--- config.mk ---
export PLATFORM = sky130hd
export DESIGN_NAME = prbm_dac
export DESIGN_NICKNAME = d
export VERILOG_FILES = /design/src/verilog/prbm_pkg.sv /design/src/verilog/prbm_dac.sv
export VERILOG_INCLUDE_DIRS = /design/src /design/src/verilog
export SDC_FILE = /design/constraint.sdc
export NUM_CORES = 1
export LEC_CHECK = 0
export BUFFER_PORTS_ARGS = -buffer_cell sky130_fd_sc_hd__buf_4
export CORE_UTILIZATION = 35
export DETAILED_ROUTE_END_ITERATION = 6
export PLACE_DENSITY = 0.68
export RECOVER_POWER = 100
export SYNTH_ARGS = -nofsm -noshare
export SYNTH_HDL_FRONTEND = slang
export SYNTH_SLANG_ARGS = --single-unit
--- constraint.sdc ---
create_clock -name clk -period 2.45 [get_ports clk]
set_clock_uncertainty 0.05 [all_clocks]
set_input_delay 0.245 -clock clk [delete_from_list [all_inputs] [get_ports clk]]
set_output_delay 0.245 -clock clk [all_outputs]
set_load 0.1 [all_outputs]
--- src/verilog/prbm_defines.svh ---
// Register offsets, field positions, reset values and counter widths for the pulse DAC.
// Assumes inclusion by bare name from the package and the design module.
`ifndef PRBM_DEFINES_SVH
`define PRBM_DEFINES_SVH
`define PRBM_OFS_WEIGHT0   12'h000
`define PRBM_OFS_FINE      12'h004
`define PRBM_OFS_WEIGHT1   12'h008
`define PRBM_WEIGHT_RST    8'h80
`define PRBM_FINE_RST      8'h00
`define PRBM_WEIGHT_FIXED  8'h80
`define PRBM_INV_BIT       6
`define PRBM_CNT_W         10
`define PRBM_PULSE_W       6
`define PRBM_FINE_W        4
`endif

--- src/verilog/prbm_pkg.sv ---
// Types shared by the pulse DAC design.
// Assumes the defines header is on the include path.
`include "prbm_defines.svh"
package prbm_pkg;
   typedef struct packed {
      logic       invert;
      logic [5:0] weight;
   } prbm_chan_s;
   typedef enum logic [1:0] {
      PRBM_IDLE   = 2'b01,
      PRBM_ACCESS = 2'b10
   } prbm_bus_e;
endpackage
--- src/verilog/prbm_dac.sv ---
// Two-channel pulse-width plus rate-multiplier DAC with an APB register slave.
// Assumes one clock, an asynchronous active-low reset and external RC filters on the outputs.
//
// Decided for this implementation: the address map and the APB slave port.
`timescale 1ns/10ps
`default_nettype none
`include "prbm_defines.svh"

// Summary of operation
// - Ten-bit value splits into six-bit weight and four-bit fine field, one shared counter.
// - Shared counter increments every clock and wraps freely.
// - When low six counter bits wrap to zero, channels with nonzero weight go active.
// - Pulse counter equal to weight returns output inactive for the cycle.
// - Invert bit 0 means high during pulse; 1 means low during pulse.
// - Selected cycles get one extra clock at the pulse start.
// - Fine bits select cycle 8; 4,12; 2,6,10,14; odd cycles; union.
// - Frame cycle zero never gets an extra pulse.
// - Weight 3Fh, fine 0Fh: active cycles 1-15, one inactive clock at count 63 of cycle 15, just ahead of cycle 0.
// - Weight and fine zero keep the output inactive.
// - Zero weight and fine with invert set hold the output high.
// - After reset the outputs are driven low.
// - Weight register bit 7 reads one, bit 6 invert, bits 5:0 weight, reset 80h.
// - Fine register bits 7:4 serve channel 1, bits 3:0 channel 0, reset zero.
module prbm_dac #(
   parameter int CHANNELS = 2
) (
   input  wire logic        clk,
   input  wire logic        rst_b,
   input  wire logic        psel,
   input  wire logic        penable,
   input  wire logic        pwrite,
   input  wire logic [11:0] paddr,
   input  wire logic [31:0] pwdata,
   output logic             pready,
   output logic [31:0]      prdata,
   output logic             pslverr,
   output logic [1:0]       dacOut
);

   logic [`PRBM_CNT_W-1:0]   counter;
   logic [`PRBM_CNT_W-1:0]   next_counter;
   prbm_pkg::prbm_chan_s     chan [CHANNELS];
   prbm_pkg::prbm_chan_s     next_chan [CHANNELS];
   logic [7:0]               fine;
   logic [7:0]               next_fine;
   prbm_pkg::prbm_bus_e      busState;
   prbm_pkg::prbm_bus_e      next_busState;
   logic                     next_pready;
   logic [31:0]              next_prdata;
   logic                     next_pslverr;
   logic [1:0]               next_dacOut;
   logic [CHANNELS-1:0]      active;
   logic [CHANNELS-1:0]      next_active;

   wire logic [5:0] pulseCnt = counter[5:0];
   wire logic [3:0] frameCyc = counter[9:6];

   // Maps the frame cycle number to the fine bit that selects it.
   function automatic logic fine_hit(input logic [3:0] cyc, input logic [3:0] bits);
      logic hit;
      hit = 1'b0;
      if (cyc[0]) begin
         hit = bits[3];
      end else if (cyc[1:0] == 2'b10) begin
         hit = bits[2];
      end else if (cyc[2:0] == 3'b100) begin
         hit = bits[1];
      end else if (cyc == 4'h8) begin
         hit = bits[0];
      end
      return hit;
   endfunction

   function automatic logic [7:0] weight_read(input prbm_pkg::prbm_chan_s c);
      return `PRBM_WEIGHT_FIXED | {1'b0, c};
   endfunction

   // True for the three mapped word offsets; anything else answers with an error.
   function automatic logic reg_hit(input logic [11:0] a);
      return (a == `PRBM_OFS_WEIGHT0) || (a == `PRBM_OFS_WEIGHT1) || (a == `PRBM_OFS_FINE);
   endfunction

   // The counter never stops; wrap is natural width overflow.
   always_comb begin
      next_counter = counter + 10'h001;
   end

   // Each channel: the extra clock is count 63 of the cycle before, so it leads the
   // pulse that follows. It wins over a weight match on that same count.
   generate
      for (genvar i = 0; i < CHANNELS; i++) begin : g_chan
         wire logic [3:0] nextCyc = next_counter[9:6] + 4'h1;
         wire logic [3:0] chanFine = fine[4*i +: 4];
         always_comb begin
            next_active[i] = active[i];
            if (next_counter[5:0] == 6'h3f && fine_hit(nextCyc, chanFine)) begin
               next_active[i] = 1'b1;
            end else if (next_counter[5:0] == 6'h00) begin
               next_active[i] = (chan[i].weight != 6'h00);
            end else if (next_counter[5:0] == chan[i].weight) begin
               next_active[i] = 1'b0;
            end
            next_dacOut[i] = next_active[i] ^ chan[i].invert;
         end
      end
   endgenerate

   // APB slave: one wait-free access phase, writes take effect on the completing edge.
   always_comb begin
      next_busState = busState;
      next_pready   = 1'b0;
      next_prdata   = prdata;
      next_pslverr  = 1'b0;
      next_fine     = fine;
      for (int k = 0; k < CHANNELS; k++) begin
         next_chan[k] = chan[k];
      end
      case (busState)
         prbm_pkg::PRBM_IDLE: begin
            if (psel && !penable) begin
               next_busState = prbm_pkg::PRBM_ACCESS;
               next_pready   = 1'b1;
               next_prdata   = 32'h0000_0000;
               case (paddr)
                  `PRBM_OFS_WEIGHT0: begin
                     next_prdata = {24'h00_0000, weight_read(chan[0])};
                  end
                  `PRBM_OFS_WEIGHT1: begin
                     next_prdata = {24'h00_0000, weight_read(chan[1])};
                  end
                  `PRBM_OFS_FINE: begin
                     next_prdata = {24'h00_0000, fine};
                  end
                  default: begin
                     next_pslverr = 1'b1;
                  end
               endcase
            end
         end
         prbm_pkg::PRBM_ACCESS: begin
            next_busState = prbm_pkg::PRBM_IDLE;
            if (pwrite) begin
               case (paddr)
                  `PRBM_OFS_WEIGHT0: begin
                     next_chan[0] = pwdata[6:0];
                  end
                  `PRBM_OFS_WEIGHT1: begin
                     next_chan[1] = pwdata[6:0];
                  end
                  `PRBM_OFS_FINE: begin
                     next_fine = pwdata[7:0];
                  end
                  default: begin
                     next_fine = fine;
                  end
               endcase
            end
         end
         default: begin
            next_busState = prbm_pkg::PRBM_IDLE;
         end
      endcase
   end

   always_ff @(posedge clk or negedge rst_b) begin
      if (!rst_b) begin
         counter  <= 10'h000;
         fine     <= `PRBM_FINE_RST;
         busState <= prbm_pkg::PRBM_IDLE;
         pready   <= 1'b0;
         prdata   <= 32'h0000_0000;
         pslverr  <= 1'b0;
         active   <= '0;
         dacOut   <= 2'b00;
         for (int k = 0; k < CHANNELS; k++) begin
            chan[k] <= 7'h00;
         end
      end else begin
         counter  <= next_counter;
         fine     <= next_fine;
         busState <= next_busState;
         pready   <= next_pready;
         prdata   <= next_prdata;
         pslverr  <= next_pslverr;
         active   <= next_active;
         dacOut   <= next_dacOut;
         for (int k = 0; k < CHANNELS; k++) begin
            chan[k] <= next_chan[k];
         end
      end
   end

   AST_CNT_STEP: assert property (@(posedge clk) disable iff (!rst_b)
      counter == $past(counter) + 10'h001 || !$past(rst_b)) else $error("counter skipped");
   AST_WRAP_ON: assert property (@(posedge clk) disable iff (!rst_b)
      (pulseCnt == 6'h00 && chan[0].weight != 6'h00 && $stable(chan[0]))
      |-> active[0]) else $error("channel 0 not active at wrap");
   AST_MATCH_OFF: assert property (@(posedge clk) disable iff (!rst_b)
      (pulseCnt == chan[0].weight && pulseCnt != 6'h3f && pulseCnt != 6'h00 && $stable(chan[0]))
      |-> !active[0]) else $error("channel 0 active past weight");
   AST_POLARITY: assert property (@(posedge clk) disable iff (!rst_b)
      $stable(chan[0]) |-> dacOut[0] == (active[0] ^ chan[0].invert))
      else $error("output polarity wrong");
   AST_ZERO_LOW: assert property (@(posedge clk) disable iff (!rst_b)
      (chan[0] == 7'h00 && fine[3:0] == 4'h0) [*2] |-> dacOut[0] == 1'b0)
      else $error("zero channel not low");
   AST_ZERO_HIGH: assert property (@(posedge clk) disable iff (!rst_b)
      (chan[1] == 7'h40 && fine[7:4] == 4'h0) [*2] |-> dacOut[1] == 1'b1)
      else $error("static high not held");
   AST_FRAME0_NOADD: assert property (@(posedge clk) disable iff (!rst_b)
      (counter == 10'h3ff && $stable(chan[0]) && chan[0].weight == 6'h00 && $stable(fine))
      |=> !active[0]) else $error("extra pulse in cycle zero");
   AST_FIXED_BIT: assert property (@(posedge clk) disable iff (!rst_b)
      (busState == prbm_pkg::PRBM_ACCESS && !pslverr && $past(paddr) != `PRBM_OFS_FINE)
      |-> prdata[7] == 1'b1) else $error("weight bit 7 not one");
   AST_ONE_WAIT: assert property (@(posedge clk) disable iff (!rst_b)
      (psel && !penable && busState == prbm_pkg::PRBM_IDLE) |=> pready)
      else $error("no ready after setup");

   // Channel 1 mirrors the channel 0 checks above; AST_ZERO_HIGH0 mirrors the channel 1 static-high check.
   AST_WRAP_ON1: assert property (@(posedge clk) disable iff (!rst_b)
      (pulseCnt == 6'h00 && chan[1].weight != 6'h00 && $stable(chan[1]))
      |-> active[1]) else $error("channel 1 not active at wrap");
   AST_MATCH_OFF1: assert property (@(posedge clk) disable iff (!rst_b)
      (pulseCnt == chan[1].weight && pulseCnt != 6'h3f && pulseCnt != 6'h00 && $stable(chan[1]))
      |-> !active[1]) else $error("channel 1 active past weight");
   AST_POLARITY1: assert property (@(posedge clk) disable iff (!rst_b)
      $stable(chan[1]) |-> dacOut[1] == (active[1] ^ chan[1].invert))
      else $error("output polarity wrong on channel 1");
   AST_FRAME0_NOADD1: assert property (@(posedge clk) disable iff (!rst_b)
      (counter == 10'h3ff && $stable(chan[1]) && chan[1].weight == 6'h00 && $stable(fine))
      |=> !active[1]) else $error("extra pulse in cycle zero on channel 1");
   AST_ZERO_LOW1: assert property (@(posedge clk) disable iff (!rst_b)
      (chan[1] == 7'h00 && fine[7:4] == 4'h0) [*2] |-> dacOut[1] == 1'b0)
      else $error("zero channel 1 not low");
   AST_ZERO_HIGH0: assert property (@(posedge clk) disable iff (!rst_b)
      (chan[0] == 7'h40 && fine[3:0] == 4'h0) [*2] |-> dacOut[0] == 1'b1)
      else $error("static high not held on channel 0");

   // The extra clock sits on count 63 ahead of each selected pulse cycle.
   AST_EXTRA_CLK0: assert property (@(posedge clk) disable iff (!rst_b)
      (pulseCnt == 6'h3f && $stable(fine) && fine_hit(frameCyc + 4'h1, fine[3:0]))
      |-> active[0]) else $error("extra clock missing on channel 0");
   AST_EXTRA_CLK1: assert property (@(posedge clk) disable iff (!rst_b)
      (pulseCnt == 6'h3f && $stable(fine) && fine_hit(frameCyc + 4'h1, fine[7:4]))
      |-> active[1]) else $error("extra clock missing on channel 1");
   AST_EXTRA_ONE0: assert property (@(posedge clk) disable iff (!rst_b)
      (pulseCnt == 6'h00 && chan[0].weight == 6'h00 && $stable(chan[0]))
      |-> !active[0]) else $error("extra pulse longer than one clock on channel 0");
   AST_EXTRA_ONE1: assert property (@(posedge clk) disable iff (!rst_b)
      (pulseCnt == 6'h00 && chan[1].weight == 6'h00 && $stable(chan[1]))
      |-> !active[1]) else $error("extra pulse longer than one clock on channel 1");

   // Full scale leaves a single inactive clock, just ahead of frame cycle zero.
   AST_FULL_ON0: assert property (@(posedge clk) disable iff (!rst_b)
      (pulseCnt == 6'h3f && frameCyc != 4'hf && chan[0].weight == 6'h3f && fine[3:0] == 4'hf
       && $stable(chan[0]) && $stable(fine))
      |-> active[0]) else $error("full scale gap on channel 0");
   AST_FULL_GAP0: assert property (@(posedge clk) disable iff (!rst_b)
      (counter == 10'h3ff && chan[0].weight == 6'h3f && fine[3:0] == 4'hf
       && $stable(chan[0]) && $stable(fine))
      |-> !active[0]) else $error("full scale has no gap on channel 0");
   AST_FULL_ON1: assert property (@(posedge clk) disable iff (!rst_b)
      (pulseCnt == 6'h3f && frameCyc != 4'hf && chan[1].weight == 6'h3f && fine[7:4] == 4'hf
       && $stable(chan[1]) && $stable(fine))
      |-> active[1]) else $error("full scale gap on channel 1");
   AST_FULL_GAP1: assert property (@(posedge clk) disable iff (!rst_b)
      (counter == 10'h3ff && chan[1].weight == 6'h3f && fine[7:4] == 4'hf
       && $stable(chan[1]) && $stable(fine))
      |-> !active[1]) else $error("full scale has no gap on channel 1");
   AST_FRAME_STEP: assert property (@(posedge clk) disable iff (!rst_b)
      (pulseCnt == 6'h00 && $past(counter[5:0]) == 6'h3f)
      |-> frameCyc == $past(frameCyc) + 4'h1) else $error("frame cycle skipped");

   // Register side: writes land on the completing edge and nowhere else.
   AST_READY_PULSE: assert property (@(posedge clk) disable iff (!rst_b)
      pready |=> !pready) else $error("ready longer than one cycle");
   AST_WRITE_W0: assert property (@(posedge clk) disable iff (!rst_b)
      (busState == prbm_pkg::PRBM_ACCESS && pwrite && paddr == `PRBM_OFS_WEIGHT0)
      |=> chan[0] == $past(pwdata[6:0])) else $error("weight 0 write lost");
   AST_WRITE_W1: assert property (@(posedge clk) disable iff (!rst_b)
      (busState == prbm_pkg::PRBM_ACCESS && pwrite && paddr == `PRBM_OFS_WEIGHT1)
      |=> chan[1] == $past(pwdata[6:0])) else $error("weight 1 write lost");
   AST_WRITE_FINE: assert property (@(posedge clk) disable iff (!rst_b)
      (busState == prbm_pkg::PRBM_ACCESS && pwrite && paddr == `PRBM_OFS_FINE)
      |=> fine == $past(pwdata[7:0])) else $error("fine write lost");
   AST_REGS_HOLD: assert property (@(posedge clk) disable iff (!rst_b)
      !(busState == prbm_pkg::PRBM_ACCESS && pwrite && reg_hit(paddr))
      |=> $stable(chan[0]) && $stable(chan[1]) && $stable(fine))
      else $error("register changed without a write");
   AST_SLVERR: assert property (@(posedge clk) disable iff (!rst_b)
      (busState == prbm_pkg::PRBM_IDLE && psel && !penable)
      |=> pslverr == !$past(reg_hit(paddr))) else $error("error response wrong");
   AST_PRDATA_HOLD: assert property (@(posedge clk) disable iff (!rst_b)
      (busState == prbm_pkg::PRBM_IDLE && !(psel && !penable))
      |=> $stable(prdata)) else $error("read data moved while idle");

endmodule
`default_nettype wire

==> impl_metrics.py <==
metrics = {
    "synth": {
        "yosys-top-cells-count": "47 x dfrtp_1, 24 x buf_4, 17 x nand2_1",
        "yosys_warnings": 0,
        "async_reset_ff_share_pct": 100,
        "syn_area_um2": 2640,
        "ys_ff_latch": 48,
        "synth.area.top_cells": "dfrtp_1 45%, buf_4 6.8%, mux2_2 6.4%",
        "synth_top_area_share_pct": 44.6,
        "ys_seq_area_share_pct": 45.6,
        "synthFlopType": "dfrtp_1",
        "synth_edf_count": 0,
        "syn_inst": 235,
        "yosysMostFrequentCell": "dfrtp_1",
        "yosys.area.top_type": "dfrtp_1",
        "avgSynthCellArea_um2": 11.2,
        "synth.distinct_cells": 54,
    },
    "routing": {
        "avgViaCountPerCell": 4.95,
        "avgRoutedWirePerCell_um": 13.8,
        "drt-initial-drc-count": 88,
        "final_antenna_net_count": 0,
        "first_pass_iters": 5,
        "drc_errors": 0,
        "dr_total_vias": 1856,
        "postRouteWirelength_mm": 5.17,
    },
    "place": {
        "placedInstanceArea_um2": 2940,
        "hpwl_mm": 3.88,
        "place.port_buffers": 36,
        "place.gp.congestion": 0.819,
        "pre_cts_ws_ps": 228,
    },
    "global_routing": {
        "grt_pass1_vias": 1704,
        "grtUsageTotal_pct": 13.5,
        "antenna_found_initial": 0,
        "grt_first_pass_wirelength_mm": 8.06,
        "grt_max_degree": 49,
        "overflow": 0,
    },
    "sta": {
        "final.setup.worst_slack_ps": 213,
        "final.min_clock_period_ps": 2240,
        "fmax_mhz": 447,
        "drv_slew": 0,
        "hold_violations": 0,
        "fin_crit_sh_pct": 91.3,
        "fin_setup_tns_ps": 0,
        "setup_viol": 0,
        "rsz0062_at_grt": "no",
        "slew_headroom_pct": 19.5,
        "tightest_slew_ps": 1210,
        "hold_ws_ps": 131,
    },
    "power_and_ir_drop": {
        "p_total_mw": 1.52,
        "cellPowerDensity_nw_per_um2": 517,
        "peakVddDrop_mv": 0.291,
        "leakage_nw": 1.39,
    },
    "final_layout": {
        "nNetsFinal": 327,
        "multi_input_area_um2": 1220,
        "finalInstanceArea_um2": 2950,
        "antennaDiodeCount": 0,
        "nFillCells": 720,
        "syn_to_final_growth_pct": 11.8,
        "drive_gt1_share_pct": 22.1,
        "regArea_um2": 1200,
    },
    "die": {
        "fp.dieW_um": 88.8,
        "top_level_ports": 85,
        "rows": 31,
        "start_util_pct": 36.4,
        "core_area_um2": 7250,
        "fp.dieH_um": 88.8,
        "die_area_um2": 7890,
    },
    "clock_network": {
        "cts_sinks": 48,
        "htreeDepth": 2,
        "clk_latency_ps": 290,
        "postCtsHoldBufs": 1,
        "clk_path_buf_depth": 2,
        "cts.reportedPaths.clkPinSlew_ps": 90,
        "post-cts-setup-buffers": 0,
        "cts_tree": "done",
        "cts_resized": 0,
        "cts_root_buf": "clkbuf_8",
        "numCtsBuffers": 5,
    },
    "critical_path": {
        "cp-end-kind": "register",
        "worstSetupStartpointType": "register",
        "cp_max_fo": 5,
        "cp.required_ps": 2570,
        "worstSetupPathType": "reg2reg",
        "arrival_ps": 2350,
    },
    "hold_path": {
        "hold_class": "in2reg",
    },
    "job": {
        "cap_violations": 0,
    },
    "status": {
        "status": "finished clean",
    },
}
==> stage by stage <==
stage,utilization (%),std cells
floorplan,-,258
global placement,40.5,366
detailed placement,40.5,366
CTS,42.0,375
global route,40.6,375
finish,40.6,375
==> layout make-up <==
cell class	instances	share of cell area [%]
Clock inverter	2	0.509
Sequential cell	48	40.8
Multi-Input combinational cell	168	41.3
Clock buffer	6	2.80
Timing Repair Buffer	43	9.30
Tap cell	99	4.20
Inverter	9	1.15
==> cell families after synthesis <==
family	Yosys count	synth area share, %
other	1	0.142
xor gates and xnor gates	22	7.59
AOI/OAI and AO/OA	34	10.4
DFF	48	45.6
muxes	23	9.77
and+or+nand+nor	62	15.1
adders and majority gates	3	1.42
buffers and inverters	42	9.91
==> flip-flops by register name (all words and copies together), names as in the netlist <==
signal    flops
pslverr       1
chan         14
active        2
prdata        8
pready        1
busState      2
fine          8
dacOut        2
counter      10
==> per-layer routing <==
metal  part of all wire [%]  up-vias  global-route usage [%]
met2                     48       62                    22.7
met5                      0        -                       0
li1                       -      882                       -
met4                      0        0                    3.08
met3                    4.2        0                    2.89
met1                     47      912                    17.7
==> where the power goes <==
part	switching [mW]	internal [mW]	leakage, nW
Clock	0.263	0.229	0.0434
Sequential	0.00227	0.796	0.650
Combinational	0.204	0.0291	0.701
Total	0.469	1.05	1.39
==> worst paths after layout <==
kind                            cells after the start    endpoint       start  slack [ps]
max in group asynchronous                           2   dacOut[0]       rst_b         920
worst max register to register                      8   dacOut[1]  counter[1]         210
worst min register to register                      2   prdata[6]   prdata[6]         440
worst max-delay path                                8   dacOut[1]  counter[1]         210
min in group asynchronous                           2  counter[3]       rst_b         670
worst min-delay path                                2     chan[2]   pwdata[2]         130
==> cells in the final DEF (no fill, tap or decap), types with 3 or more instances in the layout <==
master	n
a222oi_1	7
conb_1	24
xnor2_1	7
nor4_1	4
a21oi_1	3
dfrtp_1	47
nor2_1	4
o21ai_0	10
nor3_1	5
nand2_1	17
mux2_1	7
clkbuf_1	13
clkbuf_8	6
mux2_2	15
and4b_1	4
xor2_1	15
ha_1	3
nand3_1	8
buf_4	27
inv_1	9
==> worst max-delay path, cell delays in order, from the launching register on <==
cell and delay (ps):
dfrtp_1 440, ha_1 230, nand3_1 100, xor2_1 350, nand2_1 140, or3_4 370
o311ai_2 90, o221ai_2 170, xor2_1 160
Note: power is estimated with default switching activity, not from simulation.
